===== src/core/sldw_defines.vh =====
// shared constants for the serial line display writer
`ifndef SLDW_DEFINES_VH
`define SLDW_DEFINES_VH
`define SLDW_LINE_BITS      96
`define SLDW_LINE_COUNT     96
`define SLDW_ADDR_BITS      7
`define SLDW_MODE_BITS      8
`define SLDW_DUMMY_BITS     8
`define SLDW_FLAG_UPDATE    0
`define SLDW_FLAG_POLARITY  1
`define SLDW_FLAG_CLEAR     2
`define SLDW_CLK_MHZ        250
`define SLDW_SCLK_HALF_NS   500
`define SLDW_SCLK_HALF_CYC  ((`SLDW_SCLK_HALF_NS * `SLDW_CLK_MHZ + 999) / 1000)
`define SLDW_FRAME_GAP_NS   2000
`define SLDW_FRAME_GAP_CYC  ((`SLDW_FRAME_GAP_NS * `SLDW_CLK_MHZ + 999) / 1000)
`define SLDW_INV_HALF_MS    500
`define SLDW_INV_HALF_CYC   (`SLDW_INV_HALF_MS * `SLDW_CLK_MHZ * 1000)
`define SLDW_FIFO_DEPTH     32
`define SLDW_FIFO_WIDTH     8
`endif


===== src/core/sldw_host.v =====
// host controller driving the serial line display link
// Summary of operation
// - all dummy bit positions are driven low.
// - line address 7 bits, first bit sent is least significant, first line is 1.
// - a whole line of pixels is always sent, never a partial line.
// - update command carries update flag high and clear flag low.
// - static command carries update flag low and clear flag low.
// - static mode may last forever if polarity toggles at least every second.
// - clear command carries update flag low and clear flag high.
// - positive and negative polarity intervals equal and each at most one second; with select low the host flips polarity once per transfer, with no timer.
// - with select strapped low, polarity flag alternates between transfers.
// - with select strapped high, the hardware pulse is toggled by the host.
// - hardware inversion pulse has a 50 percent duty cycle.
// - pulse rate stays below frame rate, between 1 and 60 Hz.
// - after power-up, host sends a clear command before anything else.
// - before power-down, clear panel, return levels to idle, then report done; with select strapped high the host keeps toggling the hardware pulse.
`timescale 1ns/1ps
`default_nettype none
`include "sldw_defines.vh"
module sldw_host #(
  parameter INV_HALF_CYC  = `SLDW_INV_HALF_CYC,
  parameter SCLK_HALF_CYC = `SLDW_SCLK_HALF_CYC
) (
  input  wire       core_clk,
  input  wire       reset,
  input  wire       clk_en,
  input  wire       inversion_source_select,
  input  wire       cmd_valid,
  input  wire [1:0] cmd_kind,
  output reg        cmd_ready,
  input  wire [7:0] pix_data,
  input  wire       pix_valid,
  output wire       pix_ready,
  input  wire       power_down_req,
  output reg        power_down_done,
  output reg        serial_clk,
  output reg        serial_data,
  output reg        frame_select,
  output reg        hw_inversion_pulse,
  output reg        panel_on,
  output reg        busy
);
  localparam [1:0] CMD_UPDATE = 2'h0;
  localparam [1:0] CMD_STATIC = 2'h1;
  localparam [1:0] CMD_CLEAR  = 2'h2;
  localparam [2:0] ST_INIT  = 3'h0;
  localparam [2:0] ST_IDLE  = 3'h1;
  localparam [2:0] ST_MODE  = 3'h2;
  localparam [2:0] ST_ADDR  = 3'h3;
  localparam [2:0] ST_PIX   = 3'h4;
  localparam [2:0] ST_DUMMY = 3'h5;
  localparam [2:0] ST_GAP   = 3'h6;
  localparam [2:0] ST_OFF   = 3'h7;
  localparam [15:0] HALF_CYC = SCLK_HALF_CYC[15:0];
  localparam [15:0] GAP_CYC  = `SLDW_FRAME_GAP_CYC;
  localparam [6:0]  LAST_LINE = `SLDW_LINE_COUNT;
  localparam [6:0]  MODE_END  = `SLDW_MODE_BITS - 1;
  localparam [6:0]  ADDR_END  = `SLDW_ADDR_BITS - 1;
  localparam [6:0]  PIX_END   = `SLDW_LINE_BITS - 1;
  localparam [6:0]  DUMMY_END = `SLDW_DUMMY_BITS - 1;

  reg  [2:0]  state;
  reg  [1:0]  kind;
  reg  [15:0] tick;
  reg         phase;
  reg  [6:0]  bit_idx;
  reg  [6:0]  line_addr;
  reg         pd_active;
  reg  [7:0]  pix_byte;
  reg         byte_loaded;
  reg         polarity;
  reg  [31:0] inv_count;
  reg         sel_s1;
  reg         sel_s2;
  reg         sel_s3;
  reg         sel;
  reg         pd_pending;
  wire [7:0]  fifo_data;
  wire        fifo_valid;
  wire        fifo_take;
  wire        half_done;
  wire        bit_end;

  sldw_fifo #(
    .WIDTH (`SLDW_FIFO_WIDTH),
    .DEPTH (`SLDW_FIFO_DEPTH),
    .AW    (5)
  ) u_fifo (
    .core_clk  (core_clk),
    .reset     (reset),
    .clk_en    (clk_en),
    .in_data   (pix_data),
    .in_valid  (pix_valid),
    .in_ready  (pix_ready),
    .out_data  (fifo_data),
    .out_valid (fifo_valid),
    .out_ready (fifo_take)
  );

  assign half_done = (tick == HALF_CYC - 16'h0001);
  assign bit_end   = half_done & phase;

  // strap is a pin: three stages, accept a change once the last two agree
  always @(posedge core_clk)
  begin
    if (reset)
    begin
      sel_s1 <= 1'b0;
      sel_s2 <= 1'b0;
      sel_s3 <= 1'b0;
      sel    <= 1'b0;
    end
    else if (clk_en)
    begin
      sel_s1 <= inversion_source_select;
      sel_s2 <= sel_s1;
      sel_s3 <= sel_s2;
      if (sel_s2 == sel_s3)
      begin
        sel <= sel_s3;
      end
    end
  end

  // hardware inversion pulse: square wave, well under the 1 s interval bound
  always @(posedge core_clk)
  begin
    if (reset)
    begin
      inv_count          <= 32'h00000000;
      hw_inversion_pulse <= 1'b0;
    end
    else if (clk_en)
    begin
      if (!sel)
      begin
        inv_count          <= 32'h00000000;
        hw_inversion_pulse <= 1'b0;
      end
      else if (inv_count == INV_HALF_CYC[31:0] - 32'h00000001)
      begin
        inv_count          <= 32'h00000000;
        hw_inversion_pulse <= ~hw_inversion_pulse;
      end
      else
      begin
        inv_count <= inv_count + 32'h00000001;
      end
    end
  end

  // one pixel byte is pulled from the fifo each time the shifter empties
  assign fifo_take = (state == ST_PIX) & ~byte_loaded & fifo_valid & (kind == CMD_UPDATE);

  always @(posedge core_clk)
  begin
    if (reset)
    begin
      state           <= ST_INIT;
      kind            <= CMD_CLEAR;
      tick            <= 16'h0000;
      phase           <= 1'b0;
      bit_idx         <= 7'h00;
      line_addr       <= 7'h01;
      pd_active       <= 1'b0;
      pix_byte        <= 8'h00;
      byte_loaded     <= 1'b0;
      polarity        <= 1'b0;
      pd_pending      <= 1'b0;
      cmd_ready       <= 1'b0;
      power_down_done <= 1'b0;
      serial_clk      <= 1'b0;
      serial_data     <= 1'b0;
      frame_select    <= 1'b0;
      panel_on        <= 1'b0;
      busy            <= 1'b1;
    end
    else if (clk_en)
    begin
      if (power_down_req)
      begin
        pd_pending <= 1'b1;
      end
      if (fifo_take)
      begin
        pix_byte    <= fifo_data;
        byte_loaded <= 1'b1;
      end
      case (state)
        ST_INIT:
        begin
          kind      <= CMD_CLEAR;
          state     <= ST_MODE;
          tick      <= 16'h0000;
          phase     <= 1'b0;
          bit_idx   <= 7'h00;
          frame_select <= 1'b1;
        end
        ST_IDLE:
        begin
          busy <= 1'b0;
          if (pd_pending)
          begin
            pd_pending <= 1'b0;
            pd_active  <= 1'b1;
            panel_on   <= 1'b0;
            kind       <= CMD_CLEAR;
            cmd_ready  <= 1'b0;
            busy       <= 1'b1;
            frame_select <= 1'b1;
            state      <= ST_MODE;
            tick       <= 16'h0000;
            phase      <= 1'b0;
            bit_idx    <= 7'h00;
          end
          else if (cmd_valid && cmd_ready)
          begin
            kind         <= cmd_kind;
            cmd_ready    <= 1'b0;
            busy         <= 1'b1;
            frame_select <= 1'b1;
            state        <= ST_MODE;
            tick         <= 16'h0000;
            phase        <= 1'b0;
            bit_idx      <= 7'h00;
            line_addr    <= 7'h01;
          end
        end
        ST_MODE, ST_ADDR, ST_PIX, ST_DUMMY:
        begin
          if (state == ST_PIX && !byte_loaded)
          begin
            tick <= 16'h0000; // stall on an empty fifo with the clock low
          end
          else if (half_done)
          begin
            tick       <= 16'h0000;
            phase      <= ~phase;
            serial_clk <= ~phase;
          end
          else
          begin
            tick <= tick + 16'h0001;
          end
          // data changes at the start of each bit, while the clock is low
          if (tick == 16'h0000 && !phase && !(state == ST_PIX && !byte_loaded))
          begin
            case (state)
              ST_MODE:
              begin
                case (bit_idx[2:0])
                  `SLDW_FLAG_UPDATE:   serial_data <= (kind == CMD_UPDATE);
                  `SLDW_FLAG_POLARITY: serial_data <= sel ? 1'b0 : polarity;
                  `SLDW_FLAG_CLEAR:    serial_data <= (kind == CMD_CLEAR);
                  default:             serial_data <= 1'b0;
                endcase
              end
              ST_ADDR:  serial_data <= line_addr[bit_idx[2:0]];
              ST_PIX:   serial_data <= pix_byte[7 - bit_idx[2:0]];
              default:  serial_data <= 1'b0;
            endcase
          end
          if (bit_end)
          begin
            bit_idx <= bit_idx + 7'h01;
            if (state == ST_PIX && bit_idx[2:0] == 3'h7)
            begin
              byte_loaded <= 1'b0;
            end
            case (state)
              ST_MODE:
              begin
                if (bit_idx == MODE_END)
                begin
                  bit_idx <= 7'h00;
                  state   <= (kind == CMD_UPDATE) ? ST_ADDR : ST_DUMMY;
                end
              end
              ST_ADDR:
              begin
                if (bit_idx == ADDR_END)
                begin
                  bit_idx <= 7'h00;
                  state   <= ST_PIX; // pixel bits follow the address
                end
              end
              ST_PIX:
              begin
                if (bit_idx == PIX_END)
                begin
                  bit_idx <= 7'h00;
                  state   <= ST_DUMMY;
                end
              end
              default:
              begin
                if (bit_idx == DUMMY_END)
                begin
                  bit_idx <= 7'h00;
                  if (kind == CMD_UPDATE && line_addr != LAST_LINE)
                  begin
                    line_addr <= line_addr + 7'h01;
                    state     <= ST_ADDR;
                  end
                  else
                  begin
                    state <= ST_GAP;
                    tick  <= 16'h0000;
                  end
                end
              end
            endcase
          end
        end
        ST_GAP:
        begin
          // frame ends only after the trailing dummies, never mid-line
          frame_select <= 1'b0;
          serial_data  <= 1'b0;
          serial_clk   <= 1'b0;
          if (tick == GAP_CYC - 16'h0001)
          begin
            tick     <= 16'h0000;
            polarity <= ~polarity;
            state    <= pd_active ? ST_OFF : ST_IDLE;
          end
          else
          begin
            tick <= tick + 16'h0001;
          end
        end
        ST_OFF:
        begin
          power_down_done <= 1'b1;
          panel_on        <= 1'b0;
          busy            <= 1'b0;
          cmd_ready       <= 1'b0;
        end
        default:
        begin
          state <= ST_IDLE;
        end
      endcase
      if (state == ST_GAP && tick == GAP_CYC - 16'h0001 && !pd_active)
      begin
        panel_on  <= 1'b1;
        cmd_ready <= 1'b1;
      end
    end
  end
endmodule
`default_nettype wire


===== src/core/sldw_fifo.v =====
// small synchronous fifo with valid and ready on both sides
`timescale 1ns/1ps
`default_nettype none
module sldw_fifo #(
  parameter WIDTH = 8,
  parameter DEPTH = 32,
  parameter AW    = 5
) (
  input  wire             core_clk,
  input  wire             reset,
  input  wire             clk_en,
  input  wire [WIDTH-1:0] in_data,
  input  wire             in_valid,
  output wire             in_ready,
  output wire [WIDTH-1:0] out_data,
  output wire             out_valid,
  input  wire             out_ready
);
  reg [WIDTH-1:0] mem [0:DEPTH-1];
  reg [AW-1:0]    wr_ptr;
  reg [AW-1:0]    rd_ptr;
  reg [AW:0]      count;
  reg             not_full;
  wire            do_wr;
  wire            do_rd;

  // ready is kept in a flop so the port never comes through logic
  assign in_ready  = not_full;
  assign out_valid = (count != {(AW+1){1'b0}});
  assign out_data  = mem[rd_ptr];
  assign do_wr     = clk_en & in_valid & in_ready;
  assign do_rd     = clk_en & out_valid & out_ready;

  always @(posedge core_clk)
  begin
    if (do_wr)
    begin
      mem[wr_ptr] <= in_data;
    end
  end

  always @(posedge core_clk)
  begin
    if (reset)
    begin
      wr_ptr <= {AW{1'b0}};
      rd_ptr <= {AW{1'b0}};
      count  <= {(AW+1){1'b0}};
      not_full <= 1'b1;
    end
    else
    begin
      if (do_wr)
      begin
        wr_ptr <= (wr_ptr == DEPTH[AW-1:0] - 1'b1) ? {AW{1'b0}} : wr_ptr + 1'b1;
      end
      if (do_rd)
      begin
        rd_ptr <= (rd_ptr == DEPTH[AW-1:0] - 1'b1) ? {AW{1'b0}} : rd_ptr + 1'b1;
      end
      if (do_wr & ~do_rd)
      begin
        count    <= count + 1'b1;
        not_full <= (count != DEPTH[AW:0] - 1'b1);
      end
      else if (do_rd & ~do_wr)
      begin
        count    <= count - 1'b1;
        not_full <= 1'b1;
      end
    end
  end
endmodule
`default_nettype wire


===== config.mk =====
export PLATFORM = sky130hd
export DESIGN_NAME = sldw_host
export DESIGN_NICKNAME = d
export VERILOG_FILES = /design/src/core/sldw_host.v /design/src/core/sldw_fifo.v
export VERILOG_INCLUDE_DIRS = /design/src /design/src/core
export SDC_FILE = /design/constraint.sdc
export NUM_CORES = 1
export LEC_CHECK = 0
export BUFFER_PORTS_ARGS = -buffer_cell sky130_fd_sc_hd__buf_2
export CORE_MARGIN = 4
export CORE_UTILIZATION = 58
export CTS_CLUSTER_DIAMETER = 80
export DETAILED_ROUTE_END_ITERATION = 10
export PLACE_DENSITY = 0.74
export RECOVER_POWER = 100
export SLEW_MARGIN = 0
export SYNTH_ARGS = -nofsm -noshare
export SYNTH_HDL_FRONTEND = slang
export SYNTH_HIERARCHICAL = 1
export SYNTH_SLANG_ARGS = --single-unit
export TNS_END_PERCENT = 1

===== constraint.sdc =====
create_clock -name core_clk -period 4 [get_ports core_clk]
set_input_delay 0.8 -clock core_clk [delete_from_list [all_inputs] [get_ports core_clk]]
set_output_delay 0.8 -clock core_clk [all_outputs]
set_load 0.01 [all_outputs]

==> summary.md, run 1 <==
| Metric | Value |
|---|---|
| Die height | `175 µm` |
| Inserted Diodes | `0` |
| Share of layout cells above drive strength 1 | `0.0921` |
| Status | `finished, violations left` |
| Worst EP arrival | `4.01 ns` |
| #FFs+latches synth | `370` |
| Multi-input logic area | `5820 µm²` |
| IO Count | `26` |
| Largest family of logic cells by synthesized area | `simple AND/OR/NAND/NOR gates` |
| DP HPWL | `21300 µm` |
| # DRC | `0` |
| Post-route ant nets | `0` |
| Core area | `27300 µm²` |
| Drt pass-1 iters | `6` |
| Commonest cells post-synth | `256 x edfxtp_1, 114 x dfxtp_1, 114 x nor2_1` |
| Routed vias | `10238` |
| Failing checks | `max-capacitance violations, max-slew violations` |
| Final net count | `1303` |
| GRT overflow | `0` |
| Die ar. | `30700 µm²` |
| First-pass GRT wire length | `53700 µm` |
| Vias per std cell | `6.15` |
| Register area | `9970 µm²` |
| GPL Wtd Cong | `0.889` |
| # Max-Cap Violations | `4` |
| Crit path time final | `3.59 ns` |
| Slew headroom | `-0.0395` |
| Worst hold path class | `flip-flop to flip-flop` |
| Post-Layout Inst Area | `17800 µm²` |
| Period utilization | `0.898` |
| Syn Std Cell Area | `16200 µm²` |
| Proportion of synthesized area in mux cells | `0.110` |
| Adder-cell share of the synthesized area | `0.0197` |
| Async SR Flop Fraction | `0` |
| Synth Net Count | `1281` |
| Setup CP Type | `flip-flop to flip-flop` |
| Synth top area share | `0.474` |
| First DRT Iteration DRCs | `976` |
| Register area share after synthesis | `0.614` |
| Cells after synthesis | `1239` |
| Hold Fails Final Rpt | `0` |
| Clk sinks | `370` |
| Post-synthesis xor/xnor area fraction | `0.0221` |
| Top FF cell, synth | `edfxtp_1` |
| Floorplan row count | `60` |
| Netlist cell types | `86` |
| Skew final | `0.0214 ns` |
| Worst Setup Start Kind | `flip-flop` |
| CP max stage cell | `ha_1` |
| WL/cell | `20.0 µm` |
| CTS Buf Count | `39` |
| Initial antenna violation count | `0` |
| Crit-path cells | `clkbuf_1 -> inv_1 -> ha_1 -> clkinv_1 -> buf_4 -> a31oi_1 -> clkbuf_1 -> or4_1 -> mux2_4` |
| GRT Total Usage | `0.217` |
| Synth warn | `6` |
| Post-Route WL | `33300 µm` |
| Most common cell in the netlist | `edfxtp_1` |
| Setup crit end kind | `flip-flop` |
| Worst reg-to-reg path cell count | `9` |
| Area leader, netlist | `edfxtp_1` |
| Non-Filler Instances | `1664` |
| Number of global-route vias before repair | `9899` |
| Initial core utilization | `0.596` |
| Compound-cell area share of the yosys netlist | `0.0797` |
| CTS tree | `built` |
| Fill count | `2045` |
| Leakage Power | `0.00574 µW` |
| Synth Area in Simple Gates | `0.128` |
| Fmax | `278 MHz` |
| Max IR drop VDD | `0.496 mV` |
| Clk pin slew, worst setup/hold paths | `0.06 ns` |
| Max Slew Vio Count | `134` |
| Worst hold path depth | `2` |
| CP peak stage delay | `0.80 ns` |
| DP Cell Count | `1592` |
| Largest net degree at the start of global routing | `56` |
| CP required | `4.41 ns` |
| Worst-Skew Late Latency | `0.53 ns` |
| Post-CTS setup buffers | `0` |
| Sum Neg Setup Slack | `0 ns` |
| Hold Buf Count CTS | `0` |
| PortBufs | `25` |
| Critical Path Fanout Max | `22` |
| Worst slew pin tran | `1.56 ns` |
| Post-DP Area | `16600 µm²` |
| RSZ-0062 raised after global routing | `false` |
| Longest Clk Path Bufs | `3` |
| Area grow syn2layout | `9.71%` |
| CTS H-Tree Depth | `2` |
| # setup viols final | `0` |
| Root buf cell | `clkbuf_16` |
| Tot Pwr | `8350 µW` |
| Layout Utilization | `0.653` |
| Ranking of synthesized cells by area | `edfxtp_1 47%, dfxtp_1 14%, mux2i_1 5.5%` |
| Syn avg cell area | `13.1 µm²` |
| Post_cts resized | `0` |
| Crit path top cell by count | `clkbuf_1` |
| P per Cell Area | `469 nW/µm²` |
| Die width | `175 µm` |
| Post-synth EDFFs | `256` |
through the flow:
step                      setup WS (ns)  hold slack (ns)
after floorplan                   0.750            0.436
after global placement            0.574            0.461
after detailed placement          0.500            0.455
after CTS                         0.480            0.470
after global routing              0.147            0.491
final                             0.409            0.471
sequential cells by signal, indices dropped and copies added (netlist names), 2 cells and up, named ones only:
signal	count
bit_idx	7
tick	16
kind	2
u_fifo/rd_ptr	5
state	3
inv_count	32
u_fifo/wr_ptr	5
u_fifo/count	6
pix_byte	8
line_addr	7
u_fifo/mem	256
worst max-delay path: cells and delay by family, from the launching register on:
kind,cells,cell delay [ns]
buf+inv,5,1.63
simple gates,1,0.28
fa+ha+maj,1,0.80
flops,1,0.32
mux,1,0.31
compound gates,1,0.14
cell usage in the layout, fill, tap and decap left out, types with 11 or more instances in the layout:
master	count
edfxtp_1	256
nor2_1	114
dfxtp_1	112
mux2i_1	89
nand2_1	71
nand3_1	56
clkbuf_16	39
a22oi_1	37
clkbuf_1	35
a21oi_1	34
inv_1	27
nand4_1	27
xor2_1	25
ha_1	24
o21ai_0	23
nor3_1	22
mux4_2	21
xnor2_1	16
mux4_1	14
a211oi_1	12
nor4_1	11
report_power, final:
part | leakage, µW | switching (µW) | internal [µW] | total [µW]
Combinational | 0.00191 | 501 | 244 | 745
Clock | 0.000608 | 1460 | 1940 | 3400
Sequential | 0.00323 | 68.7 | 4140 | 4210
layer usage:
layer | share of wire | GRT usage
met3 | 0.052 | 0.0282
met4 | 0.031 | 0.0746
met2 | 0.48 | 0.346
met1 | 0.44 | 0.311
met5 | 0 | 0
area by class of cell:
| type | count | share of cell area |
|---|---|---|
| well taps | 372 | 0.0261 |
| multi-input cells | 779 | 0.327 |
| inverters | 29 | 0.00611 |
| flip-flops and latches | 370 | 0.560 |
| repair buffers | 42 | 0.0115 |
| clock inverters | 23 | 0.0104 |
| clock buffers | 49 | 0.0586 |
cell families after synthesis:
family | Yosys count
AO/OA/AOI/OAI | 185
AND/OR/NAND/NOR | 400
multiplexers | 128
adder cells (fa/ha/maj) | 25
buffers and inverters | 90
flip-flops | 370
XOR/XNOR | 41
path summary, 6_finish.rpt:
check	to	from	slack, ns
worst max-delay path	state[1]	state[2]	0.41
worst max register to register	state[1]	state[2]	0.41
worst min register to register	sel	sel_s3	0.47
worst min-delay path	sel	sel_s3	0.47
(Power assumes the default switching activity.)
==> run 2: changes to the inputs <==
--- a/config.mk
+++ b/config.mk
@@ -11,6 +11,7 @@
 export CORE_UTILIZATION = 58
 export CTS_CLUSTER_DIAMETER = 80
 export DETAILED_ROUTE_END_ITERATION = 10
+export GPL_TIMING_DRIVEN = 0
 export PLACE_DENSITY = 0.74
 export RECOVER_POWER = 100
 export SLEW_MARGIN = 0
==> summary.md, run 2 (same netlist as run 1, synthesis figures left out) <==
| Metric | Value |
|---|---|
| Multi-input logic area | `5800 µm² (-0.30%)` |
| Largest Register | `u_fifo/mem` |
| Worst hold path class | `flip-flop to flip-flop` |
| GPL Wtd Cong | `0.898 (+0.93%)` |
| Hold Fails Final Rpt | `0 (unchanged)` |
| Share of layout cells above drive strength 1 | `0.0929 (+0.000779)` |
| Setup CP Type | `flip-flop to flip-flop` |
| P per Cell Area | `480 nW/µm² (+2.2%)` |
| Die width | `175 µm (unchanged)` |
| Post-DP Area | `16800 µm² (+1.0%)` |
| First-pass GRT wire length | `53900 µm (+0.26%)` |
| Hold Buf Count CTS | `0 (unchanged)` |
| Met3 wire length | `2030 µm (+18%)` |
| Skew final | `0.0141 ns (-0.00727 ns)` |
| Reg2Reg Setup Slack | `0.22 ns (-0.19 ns)` |
| Longest Clk Path Bufs | `3 (unchanged)` |
| Slew headroom | `-0.0877 (-0.0481)` |
| Sum Neg Setup Slack | `0 ns (unchanged)` |
| Crit path time final | `3.78 ns (+0.186 ns)` |
| Final net count | `1346 (+3.3%)` |
| DP Cell Count | `1635 (+2.7%)` |
| Largest net degree at the start of global routing | `33 (-41%)` |
| Tot Pwr | `8690 µW (+4.0%)` |
| Setup crit end kind | `flip-flop` |
| Post-Layout Inst Area | `18100 µm² (+1.7%)` |
| Number of global-route vias before repair | `9944 (+0.45%)` |
| # Max-Cap Violations | `4 (unchanged)` |
| Die ar. | `30700 µm² (unchanged)` |
| Worst slew pin tran | `1.63 ns (+0.0687 ns)` |
| First DRT Iteration DRCs | `854 (-13%)` |
| Top Family by Delay on Critical Path | `simple AND/OR/NAND/NOR gates` |
| Floorplan row count | `60 (unchanged)` |
| GRT Total Usage | `0.221 (+0.00479)` |
| Post-CTS setup buffers | `0 (unchanged)` |
| WL met1 | `15000 µm (+2.0%)` |
| Worst-Skew Late Latency | `0.54 ns (about the same)` |
| Failing checks | `max-capacitance violations, max-slew violations` |
| IO Count | `26 (unchanged)` |
| CTS H-Tree Depth | `2 (unchanged)` |
| CTS Buf Count | `39 (unchanged)` |
| Leakage Power | `0.00589 µW (+2.6%)` |
| Period utilization | `0.944 (+0.0465)` |
| PortBufs | `24 (-4.0%)` |
| Fill count | `2008 (-1.8%)` |
| CP required | `4.42 ns (about the same)` |
| GRT overflow | `0 (unchanged)` |
| Inserted Diodes | `0 (unchanged)` |
| Hold WS | `0.471 ns (-0.0000420 ns)` |
| CP max stage cell | `or3b_2` |
| RSZ-0062 raised after global routing | `false` |
| Post-Route WL | `34300 µm (+3.0%)` |
| Die height | `175 µm (unchanged)` |
| Root buf cell | `clkbuf_16` |
| Met2 routed WL | `16300 µm (+2.7%)` |
| Clk sinks | `370 (unchanged)` |
| Commonest non-fill, non-tap cell in the layout | `edfxtp_1` |
| # DRC | `0 (unchanged)` |
| DP HPWL | `22600 µm (+5.7%)` |
| Non-Filler Instances | `1707 (+2.6%)` |
| Initial antenna violation count | `0 (unchanged)` |
| Post_cts resized | `0 (unchanged)` |
| Crit-path cells | `buf_6 -> or3b_2 -> nor2_1 -> and3_1 -> nand2_1 -> a31o_1 -> clkbuf_1 -> ha_1 -> inv_1 -> ha_1 -> a211o_1 -> a21oi_1 -> nand4b_1 -> mux2_1` |
| Routed vias | `10419 (+1.8%)` |
| Post-route ant nets | `0 (unchanged)` |
| Critical Path Fanout Max | `10 (-55%)` |
| Worst Setup Start Kind | `flip-flop` |
| Drt pass-1 iters | `5 (-1)` |
| WP buf/inv | `3 (-2)` |
| Max IR drop VDD | `0.445 mV (-10%)` |
| Initial core utilization | `0.596 (unchanged)` |
| Vias per std cell | `6.10 (-0.80%)` |
| Fmax | `265 MHz (-4.9%)` |
| Crit path top cell by count | `ha_1` |
| Top Registers | `u_fifo/mem (256), inv_count (32), tick (16)` |
| CTS tree | `built` |
| Status | `finished, violations left` |
| Clk pin slew, worst setup/hold paths | `0.06 ns (about the same)` |
| Max Slew Vio Count | `108 (-19%)` |
| Register area | `9970 µm² (about the same)` |
| CP peak stage delay | `0.51 ns (-0.29 ns)` |
| Largest register FFs | `256 (unchanged)` |
| WL/cell | `20.1 µm (+0.37%)` |
| Commonest non-fill, non-tap cells in the layout | `256 x edfxtp_1, 114 x nor2_1, 114 x dfxtp_1` |
| Core area | `27300 µm² (unchanged)` |
| Top Layer Used | `met4` |
| Worst EP arrival | `4.20 ns (+0.19 ns)` |
| Area grow syn2layout | `11.6%` |
| # setup viols final | `0 (unchanged)` |
[run 2: changes by cell type in the layout (fill, tap and decap cells not counted), sizes merged]
cell         previous run  this run
bufinv                  1         6
clkbuf                 78       105
dlygate4sd1             0         1
buf                    13        25
inv                    30        28
[run 2: worst reg2reg max path, delay by kind of cell (launching register included)]
family | cells | cell delay [ns]
muxes | 1 | 0.31
and+or+nand+nor | 5 | 1.17
buffers and inverters | 3 | 0.55
adders and majority gates | 2 | 0.58
AOI/OAI and AO/OA | 3 | 0.68
DFF | 1 | 0.37
[run 2: path summary, 6_finish.rpt]
check	startpoint	to	cells after the start
worst max-delay path	state[2]	u_fifo/count[5]	14
worst min-delay path	sel_s3	sel	2
worst max register to register	state[2]	u_fifo/count[5]	14
worst min register to register	sel_s3	sel	2
[run 2: final cells by class]
| type | count | share of cell area |
|---|---|---|
| flip-flops and latches | 370 | 0.551 |
| repair buffers | 24 | 0.00546 |
| well taps | 372 | 0.0257 |
| clock buffers | 46 | 0.0570 |
| plain buffers | 61 | 0.0172 |
| multi-input cells | 779 | 0.321 |
| inverters | 29 | 0.00601 |
| clock inverters | 26 | 0.0175 |
[run 2: report_power, final]
| group | switching [µW] | internal [µW] |
|---|---|---|
| Sequential | 55.0 | 4140 |
| Clock | 1470 | 2250 |
| Combinational | 528 | 242 |
| Total | 2050 | 6630 |
[run 2: routing by layer]
| layer | vias up | track usage |
|---|---|---|
| li1 | 4891 | - |
| met1 | 5109 | 0.312 |
| met2 | 350 | 0.362 |
| met3 | 69 | 0.0319 |
| met4 | 0 | 0.0671 |
| met5 | - | 0 |
[run 2: stage by stage]
stage	setup WS, ns	util
finish	0.223	0.665
CTS	0.261	0.667
floorplan	0.750	-
global placement	0.338	0.617
global route	0.00376	0.665
detailed placement	0.269	0.617
